### config.mk
export PLATFORM = sky130hd
export DESIGN_NAME = serial_port_top
export DESIGN_NICKNAME = d
export VERILOG_FILES = /design/src/rtl/serial_port_pkg.sv /design/src/rtl/serial_port_if.sv /design/src/rtl/serial_port_top.sv /design/src/rtl/stream_fifo.sv /design/src/rtl/pin_mux.sv
export SDC_FILE = /design/constraint.sdc
export NUM_CORES = 1
export LEC_CHECK = 0
export BUFFER_PORTS_ARGS = -buffer_cell sky130_fd_sc_hd__buf_2
export CAP_MARGIN = 20
export CORE_MARGIN = 3
export CORE_UTILIZATION = 45
export CTS_BUF_LIST = sky130_fd_sc_hd__clkbuf_16
export CTS_CLUSTER_SIZE = 25
export DETAILED_ROUTE_END_ITERATION = 8
export SYNTH_ARGS = -nofsm -noshare
export SYNTH_HDL_FRONTEND = slang
export SYNTH_SLANG_ARGS = --single-unit
### constraint.sdc
create_clock -name I_SYS_CLK -period 8.4 [get_ports I_SYS_CLK]
set_input_delay 0.42 -clock I_SYS_CLK [delete_from_list [all_inputs] [get_ports I_SYS_CLK]]
set_output_delay 0.42 -clock I_SYS_CLK [all_outputs]
set_load 0.03 [all_outputs]
### src/rtl/serial_port_pkg.sv
// What this block does
// Sample serial_input on serial-clock falling edges
// Frame select low opens frame of 16 falls
// Input frames carry DAC and control data
// Output MSB appears when frame select falls
// Next bit on first rise after fall
// Output stream carries results, read-back, temperature
// Host limits serial clock to 50/20 MHz
// Reset pin low restores default configuration asynchronously
// Each configurable_pin takes role from configuration
// configurable_pin_seven can show conversion busy
// Host holds select for 16 clocks
`default_nettype none

package serial_port_pkg;

	localparam int              WORD_W        = 16;
	localparam int              FIFO_DEPTH    = 32;
	localparam int              PIN_COUNT     = 8;
	localparam int              ROLE_W        = 3;
	localparam int              BUSY_PIN      = 7;
	localparam logic [3:0]      LAST_BIT_IDX  = 4'hF;
	localparam logic [3:0]      BIT_IDX_RESET = 4'h0;
	localparam int              DAC_FLAG_BIT  = 15;
	localparam int              ADDR_MSB      = 14;
	localparam int              ADDR_LSB      = 11;
	localparam int              DATA_MSB      = 7;
	localparam int              BUSY_EN_BIT   = 0;
	localparam logic [3:0]      ADDR_BUSY_CFG = 4'h3;
	localparam logic [3:0]      ADDR_ADC_CFG  = 4'h4;
	localparam logic [3:0]      ADDR_DAC_CFG  = 4'h5;
	localparam logic [3:0]      ADDR_GPO_CFG  = 4'h8;
	localparam logic [3:0]      ADDR_GPO_DATA = 4'h9;
	localparam logic [3:0]      ADDR_GPI_CFG  = 4'hA;
	localparam logic [7:0]      MASK_RESET    = 8'h00;
	localparam int              SCLK_PERIOD_NS = 320;
	localparam int              SYS_PERIOD_NS  = 40;

	typedef enum logic [2:0] {
		ROLE_NONE = 3'b000,
		ROLE_DAC  = 3'b001,
		ROLE_ADC  = 3'b010,
		ROLE_DIN  = 3'b011,
		ROLE_DOUT = 3'b100,
		ROLE_BUSY = 3'b101
	} pin_role_e;

	typedef enum logic [1:0] {
		ST_IDLE  = 2'b00,
		ST_SHIFT = 2'b01,
		ST_DONE  = 2'b10
	} frame_state_e;

endpackage

`default_nettype wire

### src/rtl/serial_port_if.sv
`timescale 1ns/1ps
`default_nettype none

////////////////////////////////////////////////////////////////////////////////
// Valid/ready word stream
interface stream_if #(parameter int WIDTH = 16);
	logic [WIDTH-1:0] data;
	logic             valid;
	logic             ready;
	modport src (output data, output valid, input ready);
	modport snk (input data, input valid, output ready);
endinterface : stream_if

////////////////////////////////////////////////////////////////////////////////
// Pin configuration handed to the pin multiplexer
interface pin_cfg_if;
	logic [7:0] dac_mask;
	logic [7:0] adc_mask;
	logic [7:0] gpo_mask;
	logic [7:0] gpi_mask;
	logic [7:0] gpo_data;
	logic       busy_en;
	modport ctrl (output dac_mask, output adc_mask, output gpo_mask, output gpi_mask,
		output gpo_data, output busy_en);
	modport mux (input dac_mask, input adc_mask, input gpo_mask, input gpi_mask,
		input gpo_data, input busy_en);
endinterface : pin_cfg_if

`default_nettype wire

### src/rtl/serial_port_top.sv
`timescale 1ns/1ps
`default_nettype none

module serial_port_top
	import serial_port_pkg::*;
(
	// Clock and resets
	input  wire logic                        I_SYS_CLK,
	input  wire logic                        I_RST,
	input  wire logic                        I_DEV_RESET_N,
	// Serial link
	input  wire logic                        I_SCLK,
	input  wire logic                        I_SYNC_N,
	input  wire logic                        I_SDI,
	output logic                             O_SDO,
	output logic                             O_SDO_OE,
	// Word to send in the next frame
	input  wire logic [WORD_W-1:0]           I_TX_DATA,
	output logic                             O_TX_TAKEN,
	// DAC words received
	output logic      [WORD_W-1:0]           O_RX_DATA,
	output logic                             O_RX_VALID,
	input  wire logic                        I_RX_READY,
	output logic                             O_RX_DROP,
	// Converter status
	input  wire logic                        I_ADC_BUSY,
	// Configurable pins
	input  wire logic [PIN_COUNT-1:0]        I_PIN_IN,
	output logic      [PIN_COUNT-1:0]        O_PIN_OUT,
	output logic      [PIN_COUNT-1:0]        O_PIN_OE,
	output logic      [PIN_COUNT*ROLE_W-1:0] O_PIN_ROLE,
	output logic      [PIN_COUNT-1:0]        O_GPIO_IN
);
	typedef struct packed {
		logic                        sclk_s1;
		logic                        sclk_s2;
		logic                        sclk_s3;
		logic                        sync_s1;
		logic                        sync_s2;
		logic                        sync_s3;
		logic                        sdi_s1;
		logic                        sdi_s2;
		logic [PIN_COUNT-1:0]        pin_s1;
		logic [PIN_COUNT-1:0]        pin_s2;
		frame_state_e                fstate;
		logic [3:0]                  bit_idx;
		logic                        fell;
		logic [WORD_W-1:0]           rx_shift;
		logic [WORD_W-1:0]           tx_shift;
		logic                        serial_output;
		logic                        sdo_oe;
		logic                        tx_taken;
		logic                        push_req;
		logic [WORD_W-1:0]           push_data;
		logic                        drop;
		logic [WORD_W-1:0]           rx_data;
		logic                        rx_valid;
		logic [PIN_COUNT-1:0]        pin_out;
		logic [PIN_COUNT-1:0]        pin_oe;
		logic [PIN_COUNT*ROLE_W-1:0] pin_role;
		logic [PIN_COUNT-1:0]        gpio_in;
	} port_state_s;

	typedef struct packed {
		logic [7:0] dac_mask;
		logic [7:0] adc_mask;
		logic [7:0] gpo_mask;
		logic [7:0] gpi_mask;
		logic [7:0] gpo_data;
		logic       busy_en;
	} cfg_state_s;

	port_state_s                 st_reg;
	port_state_s                 st_next;
	cfg_state_s                  cfg_reg;
	cfg_state_s                  cfg_next;
	logic                        cfg_rst;
	logic                        sclk_fall;
	logic                        sclk_rise;
	logic                        sync_fall;
	logic [WORD_W-1:0]           word;
	logic                        word_done;
	logic                        ctl_we;
	logic [3:0]                  ctl_addr;
	logic [7:0]                  ctl_data;
	logic [PIN_COUNT-1:0]        mux_drive;
	logic [PIN_COUNT-1:0]        mux_oe;
	logic [PIN_COUNT-1:0]        mux_din;
	logic [PIN_COUNT*ROLE_W-1:0] mux_role;

	stream_if #(.WIDTH(WORD_W)) push_if ();
	stream_if #(.WIDTH(WORD_W)) pop_if ();
	pin_cfg_if                  cfg_if ();

	////////////////////////////////////////////////////////////////////////////
	// Configuration falls back to defaults whenever the reset pin is low
	assign cfg_rst = I_RST | ~I_DEV_RESET_N;

	// Edges are seen on the second and third stages only
	assign sclk_fall = st_reg.sclk_s3 & ~st_reg.sclk_s2;
	assign sclk_rise = ~st_reg.sclk_s3 & st_reg.sclk_s2;
	assign sync_fall = st_reg.sync_s3 & ~st_reg.sync_s2;
	assign word      = {st_reg.rx_shift[WORD_W-2:0], st_reg.sdi_s2};
	assign word_done = (st_reg.fstate == ST_SHIFT) && !st_reg.sync_s2 && sclk_fall
		&& (st_reg.bit_idx == LAST_BIT_IDX);
	assign ctl_we    = word_done && !word[DAC_FLAG_BIT];
	assign ctl_addr  = word[ADDR_MSB:ADDR_LSB];
	assign ctl_data  = word[DATA_MSB:0];

	assign push_if.valid  = st_reg.push_req;
	assign push_if.data   = st_reg.push_data;
	assign pop_if.ready   = !st_reg.rx_valid || I_RX_READY;

	assign cfg_if.dac_mask = cfg_reg.dac_mask;
	assign cfg_if.adc_mask = cfg_reg.adc_mask;
	assign cfg_if.gpo_mask = cfg_reg.gpo_mask;
	assign cfg_if.gpi_mask = cfg_reg.gpi_mask;
	assign cfg_if.gpo_data = cfg_reg.gpo_data;
	assign cfg_if.busy_en  = cfg_reg.busy_en;

	////////////////////////////////////////////////////////////////////////////
	// Frame engine
	always_comb begin
		st_next          = st_reg;
		st_next.sclk_s1  = I_SCLK;
		st_next.sclk_s2  = st_reg.sclk_s1;
		st_next.sclk_s3  = st_reg.sclk_s2;
		st_next.sync_s1  = I_SYNC_N;
		st_next.sync_s2  = st_reg.sync_s1;
		st_next.sync_s3  = st_reg.sync_s2;
		st_next.sdi_s1   = I_SDI;
		st_next.sdi_s2   = st_reg.sdi_s1;
		st_next.pin_s1   = I_PIN_IN;
		st_next.pin_s2   = st_reg.pin_s1;
		st_next.tx_taken = 1'b0;
		st_next.push_req = 1'b0;
		st_next.drop     = st_reg.push_req & ~push_if.ready;
		unique case (st_reg.fstate)
			ST_IDLE: begin
				if (sync_fall) begin
					st_next.fstate   = ST_SHIFT;
					st_next.bit_idx  = BIT_IDX_RESET;
					st_next.fell     = 1'b0;
					st_next.tx_shift = I_TX_DATA;
					st_next.serial_output      = I_TX_DATA[WORD_W-1];
					st_next.sdo_oe   = 1'b1;
					st_next.tx_taken = 1'b1;
				end
			end
			ST_SHIFT: begin
				if (st_reg.sync_s2) begin
					st_next.fstate = ST_IDLE;
					st_next.sdo_oe = 1'b0;
				end else if (sclk_fall) begin
					st_next.rx_shift = word;
					st_next.bit_idx  = st_reg.bit_idx + 1'b1;
					st_next.fell     = 1'b1;
					if (word_done) begin
						st_next.fstate = ST_DONE;
						if (word[DAC_FLAG_BIT]) begin
							st_next.push_req  = 1'b1;
							st_next.push_data = word;
						end
					end
				end else if (sclk_rise && st_reg.fell) begin
					st_next.tx_shift = {st_reg.tx_shift[WORD_W-2:0], 1'b0};
					st_next.serial_output      = st_reg.tx_shift[WORD_W-2];
					st_next.fell     = 1'b0;
				end
			end
			ST_DONE: begin
				if (st_reg.sync_s2) begin
					st_next.fstate = ST_IDLE;
					st_next.sdo_oe = 1'b0;
				end else if (sclk_rise && st_reg.fell) begin
					st_next.serial_output  = 1'b0;
					st_next.fell = 1'b0;
				end
			end
			default: begin
				st_next.fstate = ST_IDLE;
				st_next.sdo_oe = 1'b0;
			end
		endcase
		if (pop_if.valid && pop_if.ready) begin
			st_next.rx_data  = pop_if.data;
			st_next.rx_valid = 1'b1;
		end else if (I_RX_READY) begin
			st_next.rx_valid = 1'b0;
		end
		st_next.pin_out  = mux_drive;
		st_next.pin_oe   = mux_oe;
		st_next.pin_role = mux_role;
		st_next.gpio_in  = mux_din;
	end

	always_ff @(posedge I_SYS_CLK or posedge I_RST) begin
		if (I_RST) begin
			st_reg <= '{fstate: ST_IDLE, sclk_s1: 1'b0, sclk_s2: 1'b0, sclk_s3: 1'b0,
				sync_s1: 1'b1, sync_s2: 1'b1, sync_s3: 1'b1, default: '0};
		end else begin
			st_reg <= st_next;
		end
	end

	////////////////////////////////////////////////////////////////////////////
	// Control words update the pin configuration
	always_comb begin
		cfg_next = cfg_reg;
		if (ctl_we) begin
			unique case (ctl_addr)
				ADDR_DAC_CFG:  cfg_next.dac_mask = ctl_data;
				ADDR_ADC_CFG:  cfg_next.adc_mask = ctl_data;
				ADDR_GPO_CFG:  cfg_next.gpo_mask = ctl_data;
				ADDR_GPI_CFG:  cfg_next.gpi_mask = ctl_data;
				ADDR_GPO_DATA: cfg_next.gpo_data = ctl_data;
				ADDR_BUSY_CFG: cfg_next.busy_en  = ctl_data[BUSY_EN_BIT];
				default:       cfg_next = cfg_reg;
			endcase
		end
	end

	always_ff @(posedge I_SYS_CLK or posedge cfg_rst) begin
		if (cfg_rst) begin
			cfg_reg <= '{dac_mask: MASK_RESET, adc_mask: MASK_RESET, gpo_mask: MASK_RESET,
				gpi_mask: MASK_RESET, gpo_data: MASK_RESET, busy_en: 1'b0};
		end else begin
			cfg_reg <= cfg_next;
		end
	end

	////////////////////////////////////////////////////////////////////////////
	// Submodules
	stream_fifo #(
		.WIDTH (WORD_W),
		.DEPTH (FIFO_DEPTH)
	) u_fifo (
		.clk (I_SYS_CLK),
		.rst (I_RST),
		.wr  (push_if),
		.rd  (pop_if)
	);

	pin_mux u_pin_mux (
		.cfg     (cfg_if),
		.i_busy  (I_ADC_BUSY),
		.i_pin   (st_reg.pin_s2),
		.o_drive (mux_drive),
		.o_oe    (mux_oe),
		.o_din   (mux_din),
		.o_role  (mux_role)
	);

	assign O_SDO      = st_reg.serial_output;
	assign O_SDO_OE   = st_reg.sdo_oe;
	assign O_TX_TAKEN = st_reg.tx_taken;
	assign O_RX_DATA  = st_reg.rx_data;
	assign O_RX_VALID = st_reg.rx_valid;
	assign O_RX_DROP  = st_reg.drop;
	assign O_PIN_OUT  = st_reg.pin_out;
	assign O_PIN_OE   = st_reg.pin_oe;
	assign O_PIN_ROLE = st_reg.pin_role;
	assign O_GPIO_IN  = st_reg.gpio_in;

	////////////////////////////////////////////////////////////////////////////
	// Checks
	sdi_capture_a: assert property (@(posedge I_SYS_CLK) disable iff (I_RST)
		(st_reg.fstate == ST_SHIFT && sclk_fall && !st_reg.sync_s2)
		|=> (st_reg.rx_shift[0] == $past(st_reg.sdi_s2)))
		else $error("serial input bit not captured on falling edge");
	frame_open_a: assert property (@(posedge I_SYS_CLK) disable iff (I_RST)
		(st_reg.fstate == ST_IDLE && sync_fall)
		|=> (st_reg.fstate == ST_SHIFT && st_reg.bit_idx == BIT_IDX_RESET))
		else $error("frame did not open on select fall");
	frame_len_a: assert property (@(posedge I_SYS_CLK) disable iff (I_RST)
		word_done |=> (st_reg.fstate == ST_DONE))
		else $error("frame did not close after sixteen bits");
	dac_push_a: assert property (@(posedge I_SYS_CLK) disable iff (I_RST)
		(word_done && word[DAC_FLAG_BIT])
		|=> (st_reg.push_req && st_reg.push_data == $past(word)))
		else $error("DAC word not forwarded");
	msb_first_a: assert property (@(posedge I_SYS_CLK) disable iff (I_RST)
		(st_reg.fstate == ST_IDLE && sync_fall)
		|=> (st_reg.serial_output == $past(I_TX_DATA[WORD_W-1]) && st_reg.sdo_oe))
		else $error("MSB not presented at frame open");
	shift_out_a: assert property (@(posedge I_SYS_CLK) disable iff (I_RST)
		(st_reg.fstate == ST_SHIFT && !st_reg.sync_s2 && !sclk_fall && sclk_rise
		&& st_reg.fell) |=> (st_reg.serial_output == $past(st_reg.tx_shift[WORD_W-2])))
		else $error("next output bit not shifted on rise");
	hold_out_a: assert property (@(posedge I_SYS_CLK) disable iff (I_RST)
		(st_reg.fstate == ST_SHIFT && !st_reg.sync_s2 && sclk_rise && !st_reg.fell)
		|=> $stable(st_reg.serial_output))
		else $error("output shifted on rise without a prior fall");
	cfg_default_a: assert property (@(posedge I_SYS_CLK) disable iff (I_RST)
		!I_DEV_RESET_N |-> (cfg_reg.busy_en == 1'b0 && cfg_reg.dac_mask == MASK_RESET
		&& cfg_reg.gpo_mask == MASK_RESET))
		else $error("configuration not at default under reset pin");
	busy_pin_a: assert property (@(posedge I_SYS_CLK) disable iff (I_RST)
		(cfg_reg.busy_en && $stable(cfg_reg.busy_en))
		|=> (st_reg.pin_oe[BUSY_PIN] && st_reg.pin_out[BUSY_PIN] == $past(I_ADC_BUSY)))
		else $error("pin seven does not follow busy");
endmodule : serial_port_top

`default_nettype wire

### src/rtl/stream_fifo.sv
`timescale 1ns/1ps
`default_nettype none

module stream_fifo #(
	parameter int WIDTH = 16,
	parameter int DEPTH = 32
) (
	// Clock and reset
	input wire logic clk,
	input wire logic rst,
	// Streams
	stream_if.snk    wr,
	stream_if.src    rd
);
	localparam int         PW         = $clog2(DEPTH);
	localparam logic [PW:0] FULL_COUNT = (PW+1)'(DEPTH);
	localparam logic [PW:0] ONE_COUNT  = (PW+1)'(1);

	typedef struct packed {
		logic [PW-1:0] wr_ptr;
		logic [PW-1:0] rd_ptr;
		logic [PW:0]   count;
	} fifo_state_s;

	fifo_state_s      st_reg;
	fifo_state_s      st_next;
	logic [WIDTH-1:0] mem [DEPTH];
	logic             push;
	logic             pop;

	assign wr.ready = (st_reg.count != FULL_COUNT);
	assign rd.valid = (st_reg.count != '0);
	assign rd.data  = mem[st_reg.rd_ptr];
	assign push     = wr.valid & wr.ready;
	assign pop      = rd.valid & rd.ready;

	always_comb begin
		st_next = st_reg;
		if (push) begin
			st_next.wr_ptr = st_reg.wr_ptr + 1'b1;
		end
		if (pop) begin
			st_next.rd_ptr = st_reg.rd_ptr + 1'b1;
		end
		if (push && !pop) begin
			st_next.count = st_reg.count + ONE_COUNT;
		end else if (pop && !push) begin
			st_next.count = st_reg.count - ONE_COUNT;
		end
	end

	always_ff @(posedge clk or posedge rst) begin
		if (rst) begin
			st_reg <= '0;
		end else begin
			st_reg <= st_next;
		end
	end

	always_ff @(posedge clk) begin
		if (push) begin
			mem[st_reg.wr_ptr] <= wr.data;
		end
	end

	fifo_full_a: assert property (@(posedge clk) disable iff (rst)
		(st_reg.count == FULL_COUNT && wr.valid && !rd.ready) |=> (st_reg.count == FULL_COUNT))
		else $error("fifo accepts a word while full");
	fifo_count_a: assert property (@(posedge clk) disable iff (rst)
		(push && !pop) |=> (st_reg.count == $past(st_reg.count) + ONE_COUNT))
		else $error("fifo count did not grow on push");
endmodule : stream_fifo

`default_nettype wire

### src/rtl/pin_mux.sv
`timescale 1ns/1ps
`default_nettype none

module pin_mux
	import serial_port_pkg::*;
(
	// Configuration
	pin_cfg_if.mux                         cfg,
	// Converter status and pin levels
	input  wire logic                      i_busy,
	input  wire logic [PIN_COUNT-1:0]      i_pin,
	// Pin drive and roles
	output logic      [PIN_COUNT-1:0]      o_drive,
	output logic      [PIN_COUNT-1:0]      o_oe,
	output logic      [PIN_COUNT-1:0]      o_din,
	output logic      [PIN_COUNT*ROLE_W-1:0] o_role
);
	// Busy on pin seven outranks every other role
	function automatic pin_role_e pick_role(input logic busy, input logic dac,
		input logic adc, input logic dout, input logic din);
		pin_role_e r;
		r = ROLE_NONE;
		if (busy) begin
			r = ROLE_BUSY;
		end else if (dac) begin
			r = ROLE_DAC;
		end else if (adc) begin
			r = ROLE_ADC;
		end else if (dout) begin
			r = ROLE_DOUT;
		end else if (din) begin
			r = ROLE_DIN;
		end
		return r;
	endfunction

	for (genvar i = 0; i < PIN_COUNT; i++) begin : g_pin
		pin_role_e role;
		assign role = pick_role(cfg.busy_en && (i == BUSY_PIN), cfg.dac_mask[i],
			cfg.adc_mask[i], cfg.gpo_mask[i], cfg.gpi_mask[i]);
		assign o_role[i*ROLE_W +: ROLE_W] = role;
		assign o_oe[i]    = (role == ROLE_DOUT) || (role == ROLE_BUSY);
		assign o_drive[i] = (role == ROLE_BUSY) ? i_busy
			: ((role == ROLE_DOUT) & cfg.gpo_data[i]);
		assign o_din[i]   = (role == ROLE_DIN) & i_pin[i];
	end
endmodule : pin_mux

`default_nettype wire

======== Yosys cells after proc, flatten, opt, wreduce, memory -nomap -nowiden ========
Memories as Yosys holds them, arrays and structs flattened. A register that Yosys moved wholly into a read port is not among the register bits.
Cells that the tools add are included.
operators by class
  add/subtract/negate cells ............... 5
  equality and inequality tests ........... 45
  muxes and demuxes ....................... 75
  bitwise logic cells ..................... 28
  reduce and logical (&&, ||, !) cells .... 43
operators by type and width
  operator                                              count
  two-way mux 17 bit                                    7
  two-way mux 3 bit                                     25
  equality test 3 bit (second input constant)           16
  two-way mux 38 bit                                    1
  one-hot mux 15 bit (2 select lines)                   1
  equality test 3 x 2 -> 1 bit (second input constant)  8
  bitwise AND 1 bit                                     22
  two-way mux 2 bit                                     11
  two-way mux 1 bit                                     19
  two-way mux 18 bit                                    1
  two-way mux 6 bit                                     3
  equality test 4 bit (second input constant)           4
  two-way mux 16 bit                                    1
  != test 2 bit (second input constant)                 7
  AND reduction 2 bit                                   7
  AND reduction 4 bit                                   3
  adder 5 x 1 -> 5 bit (second input constant)          2
  AND reduction 5 bit                                   2
  logical OR 1 bit                                      9
  equality test 4 x 3 -> 1 bit (second input constant)  2
  logical AND 1 bit                                     8
  one-hot mux 4 bit (2 select lines)                    1
  two-way mux 7 bit                                     1
  AND reduction 7 bit                                   1
  21 further kinds                                      34
word-level totals
  flip-flop bits (word level) ............. 189
  memory bits (writable) .................. 512
  bits of input ports ..................... 32
  output and inout port bits .............. 69
  memories ................................ 1
memories
  name        words  width  rd ports  clocked after memory_dff  wr ports  line               source
  u_fifo.mem  32     16     1         1                         1         stream_fifo.sv:27  logic [WIDTH-1:0] mem [DEPTH];

======== Logic depth before layout (Yosys ltp) ========
  depth after elaboration ................. 8
  depth in mapped cells ................... 13
  depth with buffers taken out ............ 12

======== By module ========
From an unflattened synthesis, not the netlist that was laid out.
unflattened totals
  cells, all modules ...................... 1,535
  area total of the unflattened synthesis .. 28,427.3 sq um
modules (own cells, without submodules)
  module           instances  cells each  area each (sq um)  seq. area each (sq um)
  stream_fifo      1          981         20,642.3           15,775.1
  serial_port_top  1          480         7,145.6            4,708.3
  pin_mux          1          74          639.4              0.0

======== Worst setup path after synthesis ========
OpenSTA, ideal clock, no wires.
  path kind ............................... register -> register
  from .................................... register u_fifo.st_reg[0] (netlist bit)
  to ...................................... register u_fifo.st_reg[5] (netlist bit)
  setup time .............................. 0.079 ns
  arrival time ............................ 2.782 ns
  required time ........................... 8.321 ns
  path slack .............................. 5.539 ns
  stages on the path, launching flop included .. 14
  path through ............................ dfrtp_1 nor3_1 and3b_1 nor2b_1 inv_1 clkbuf_1 ha_1 inv_1 ha_1 a21o_1 a21oi_1 or4_1 nand3_1 xor2_1
between the ends
  word-level cells in the longest chain between the ends .. 5
  elaborated cells on any way between the ends .. 13
  those cells by class .................... add/sub (2); eq/ne (1); mux (2); bitwise (2); reduce/logical (6)
RTL lines
  element                                                            line               source
  from (decl)                                                        stream_fifo.sv:25  fifo_state_s st_reg;
  from (signal assigned)                                             stream_fifo.sv:56  st_reg <= st_next;
  branches (longest 5 deep; another with subtractor 6 x 1 -> 6 bit)  -
Several ways; the timed one is not identified. The select of a mux whose other input is x is not followed.
A chain may end at the register's enable or synchronous reset.

======== Final worst setup path ========
Same ends and word-level chain as after synthesis.

==> impl_metrics.env <==
export IMPL_report_final_slew_viol_count=0
export IMPL_post_cts_setup_buffers=0
export IMPL_cp_slowest_cell="nor2b_2"
export IMPL_fin_tns_setup_ns=0
export IMPL_die_w_um=256
export IMPL_mostFrequentLayoutCells="edfxtp_1 (512), dfrtp_1 (198), nor2_1 (112)"
export IMPL_avgRoutedWirePerCell_um=23.3
export IMPL_mostFrequentLayoutCell="edfxtp_1"
export IMPL_critPathArrivalTime_ns=4.51
export IMPL_hold_violations=0
export IMPL_root_buffer="clkbuf_16"
export IMPL_nets=1721
export IMPL_cts_max_level=3
export IMPL_first_global_vias=14318
export IMPL_cpPeakStageDelay_ns=0.78
export IMPL_wl_met2_mm=29.4
export IMPL_yosys_most_used_dff="edfxtp_1"
export IMPL_synth_edf_count=512
export IMPL_syn_area_mm2=0.0281
export IMPL_met1_length_mm=25.9
export IMPL_antenna_found_initial=1
export IMPL_dpl_hpwl_mm=34.8
export IMPL_drc=0
export IMPL_io_buffers=100
export IMPL_maxCapViolCount=0
export IMPL_start_util_pct=46.0
export IMPL_holdCritPathClass="input pin to asynchronous set/reset pin"
export IMPL_finClkSkew_ns=0.0295
export IMPL_postSynth_asyncResetShare_pct=28.5
export IMPL_yosysUniqueCellTypes=61
export IMPL_cts_sinks=716
export IMPL_finalCritPeriodShare_pct=47.9
export IMPL_synthToLayoutAreaGrowth_pct=13.5
export IMPL_drt_iter0_drc=991
export IMPL_grt_pass1_wl_mm=90.1
export IMPL_syn_area_per_cell_um2=18.0
export IMPL_rsz0062_at_grt="no"
export IMPL_insertion_delay_ns=0.61
export IMPL_status="finished, final reports clean"
export IMPL_cts_inserted_buffers=74
export IMPL_dr_wl_met3_mm=2.94
export IMPL_core_rowCount=90
export IMPL_dieArea_mm2=0.0654
export IMPL_start_kind="flop"
export IMPL_path_clk_slew_ns=0.06
export IMPL_synth_seq_cells=716
export IMPL_cts_tree="yes"
export IMPL_required_ns=8.89
export IMPL_crit_fanout=20
export IMPL_slew_headroom_pct=32.9
export IMPL_syn_inst=1559
export IMPL_totalPowerFinal_mw=8.60
export IMPL_synthesis_yosys_warnings=0
export IMPL_tightest_slew_ns=1.00
export IMPL_core_mm2=0.0610
export IMPL_largest_reg_flops=512
export IMPL_vias=13921
export IMPL_totalWireLength_mm=59.5
export IMPL_path_cells="nor3_1 -> and3b_1 -> nor2b_2 -> inv_1 -> ha_1 -> inv_1 -> ha_1 -> a21o_1 -> a21oi_1 -> or4_1 -> nand3_1 -> xor2_1"
export IMPL_power_leakage_nw=10.7
export IMPL_grt_usage_pct=18.2
export IMPL_setup_viol=0
export IMPL_antenna_left=0
export IMPL_grt_overflow_total=0
export IMPL_synth_sequential_area_ratio_pct=73.0
export IMPL_cellPowerDensity_mw_per_mm2=270
export IMPL_fmax_mhz=248
export IMPL_worst_setup_path_end_kind="flop"
export IMPL_period_needed_ns=4.03
export IMPL_num_antenna_cells=0
export IMPL_die_y_um=256
export IMPL_grt_max_degree=99
export IMPL_post_drt_via_cell_ratio=5.45
export IMPL_place_gp_congestion=0.756
export IMPL_critical_path_class="flop to flop"
export IMPL_ir_drop_mv=0.139
export IMPL_synth_nets=1607
export IMPL_drt_pre_antenna_iters=5
export IMPL_ioPinCount=101
export IMPL_highest_layer="met5"
export IMPL_cts_repair_resized=0
export IMPL_clock_path_buffers=3
export IMPL_drive_gt1_share_pct=25.8
## cell families (layout without fill, tap and decap cells)
kind of cell               Yosys count  in the layout  share of synthesized area, %
and+or+nand+nor                    248            248                          4.25
buffers and inverters              160            329                          3.53
muxes                              248            248                          14.4
AOI/OAI and AO/OA                  159            159                          3.73
adders and majority gates           16             16                         0.740
DFF                                716            716                          73.0
xor gates and xnor gates            12             12                         0.375
## Yosys cell counts (2+ instances only)
| cell | number | share of area, % |
|---|---|---|
| a31oi_1 | 2 | 0.045 |
| o31ai_1 | 18 | 0.48 |
| mux2_2 | 74 | 3.0 |
| edfxtp_1 | 512 | 55 |
| nand3_1 | 11 | 0.20 |
| buf_1 | 6 | 0.080 |
| o21ai_1 | 15 | 0.27 |
| dfstp_2 | 3 | 0.28 |
| a221o_1 | 15 | 0.54 |
| nand2_1 | 40 | 0.54 |
| a32o_1 | 2 | 0.071 |
| mux4_2 | 96 | 7.7 |
| and3_1 | 14 | 0.31 |
| and3b_1 | 2 | 0.062 |
| nor3_1 | 6 | 0.11 |
| nor2_1 | 112 | 1.5 |
| dfrtp_1 | 201 | 18 |
| or2_2 | 4 | 0.089 |
| or3b_2 | 2 | 0.062 |
| buf_8 | 3 | 0.16 |
| nand3b_1 | 6 | 0.16 |
| mux2i_1 | 62 | 2.2 |
| mux4_1 | 16 | 1.5 |
| buf_6 | 9 | 0.36 |
| xor2_1 | 2 | 0.062 |
| o21ai_0 | 32 | 0.57 |
| nor4_1 | 2 | 0.045 |
| a22oi_1 | 14 | 0.37 |
| buf_2 | 19 | 0.34 |
| nor2b_1 | 13 | 0.29 |
| nor4b_1 | 2 | 0.062 |
| clkbuf_1 | 31 | 0.41 |
| a21oi_1 | 25 | 0.45 |
| xnor2_1 | 10 | 0.31 |
| buf_4 | 66 | 1.8 |
| nor3b_1 | 2 | 0.053 |
| o22ai_1 | 16 | 0.36 |
| inv_1 | 25 | 0.33 |
| nand4_1 | 3 | 0.067 |
| a21o_1 | 11 | 0.29 |
| nand2b_1 | 6 | 0.13 |
| and2_1 | 15 | 0.33 |
| ha_1 | 15 | 0.67 |
| and4b_1 | 2 | 0.071 |
## report_power, final
group	leakage (nW)	switching, mW	total (mW)	internal (mW)
logic	3.32	0.831	1.41	0.580
registers	6.19	0.210	4.09	3.88
clock network	1.20	1.30	3.10	1.80
## per-stage QoR
stage	cells	area, µm²	setup slack (ns)	hold WS [ns]	util, %
floorplan	1559	28100	3.58	0.331	-
global placement	2397	29100	4.44	0.334	47.6
detailed placement	2400	29100	4.35	0.336	47.7
CTS	2543	31500	4.35	0.00397	51.7
global route	2556	31900	4.04	0.0387	52.2
finish	2556	31900	4.37	0.0203	52.2
## final timing paths
kind | start | end | slack (ns) | depth (start not counted)
setup / recovery | u_fifo.st_reg[0] | u_fifo.st_reg[5] | 4.37 | 12
hold / removal | I_RST | cfg_if.adc_mask[3] | 0.02 | 2
setup reg to reg | u_fifo.st_reg[0] | u_fifo.st_reg[5] | 4.37 | 12
hold reg to reg | st_next[141] | ctl_data[0] | 0.35 | 0
max in group asynchronous | I_RST | u_fifo.st_reg[6] | 6.80 | 3
min in group I_SYS_CLK | I_ADC_BUSY | O_PIN_OUT[7] | 0.05 | 3
## per-layer routing
layer	global-route usage (%)	vias to the layer above
met5	0	-
met4	4.74	2
met3	3.33	94
met2	30.2	358
met1	25.2	7277
li1	-	6190
## repair_timing
item	4_1_cts	5_1_grt
endpoints found under the hold margin	31	0
setup endpoints to repair	0	0
hold buffers	12	0
## worst max-delay path: cells and delay by family, from the launching register on
kind | cells | cell delay (ns)
flops | 1 | 0.43
buf+inv | 2 | 0.85
simple gates | 5 | 1.32
compound gates | 2 | 0.42
xor+xnor | 1 | 0.15
fa+ha+maj | 2 | 0.75
## layout make-up
type / count / area, µm²
timing repair buffer: 173 / 1350
clock buffer: 75 / 1880
fill: 5020 / 29200
multi-input combinational: 683 / 6600
inverter: 25 / 98.8
tap: 828 / 1040
clock inverter: 56 / 404
sequential: 716 / 20500
(Power assumes the default switching activity.)
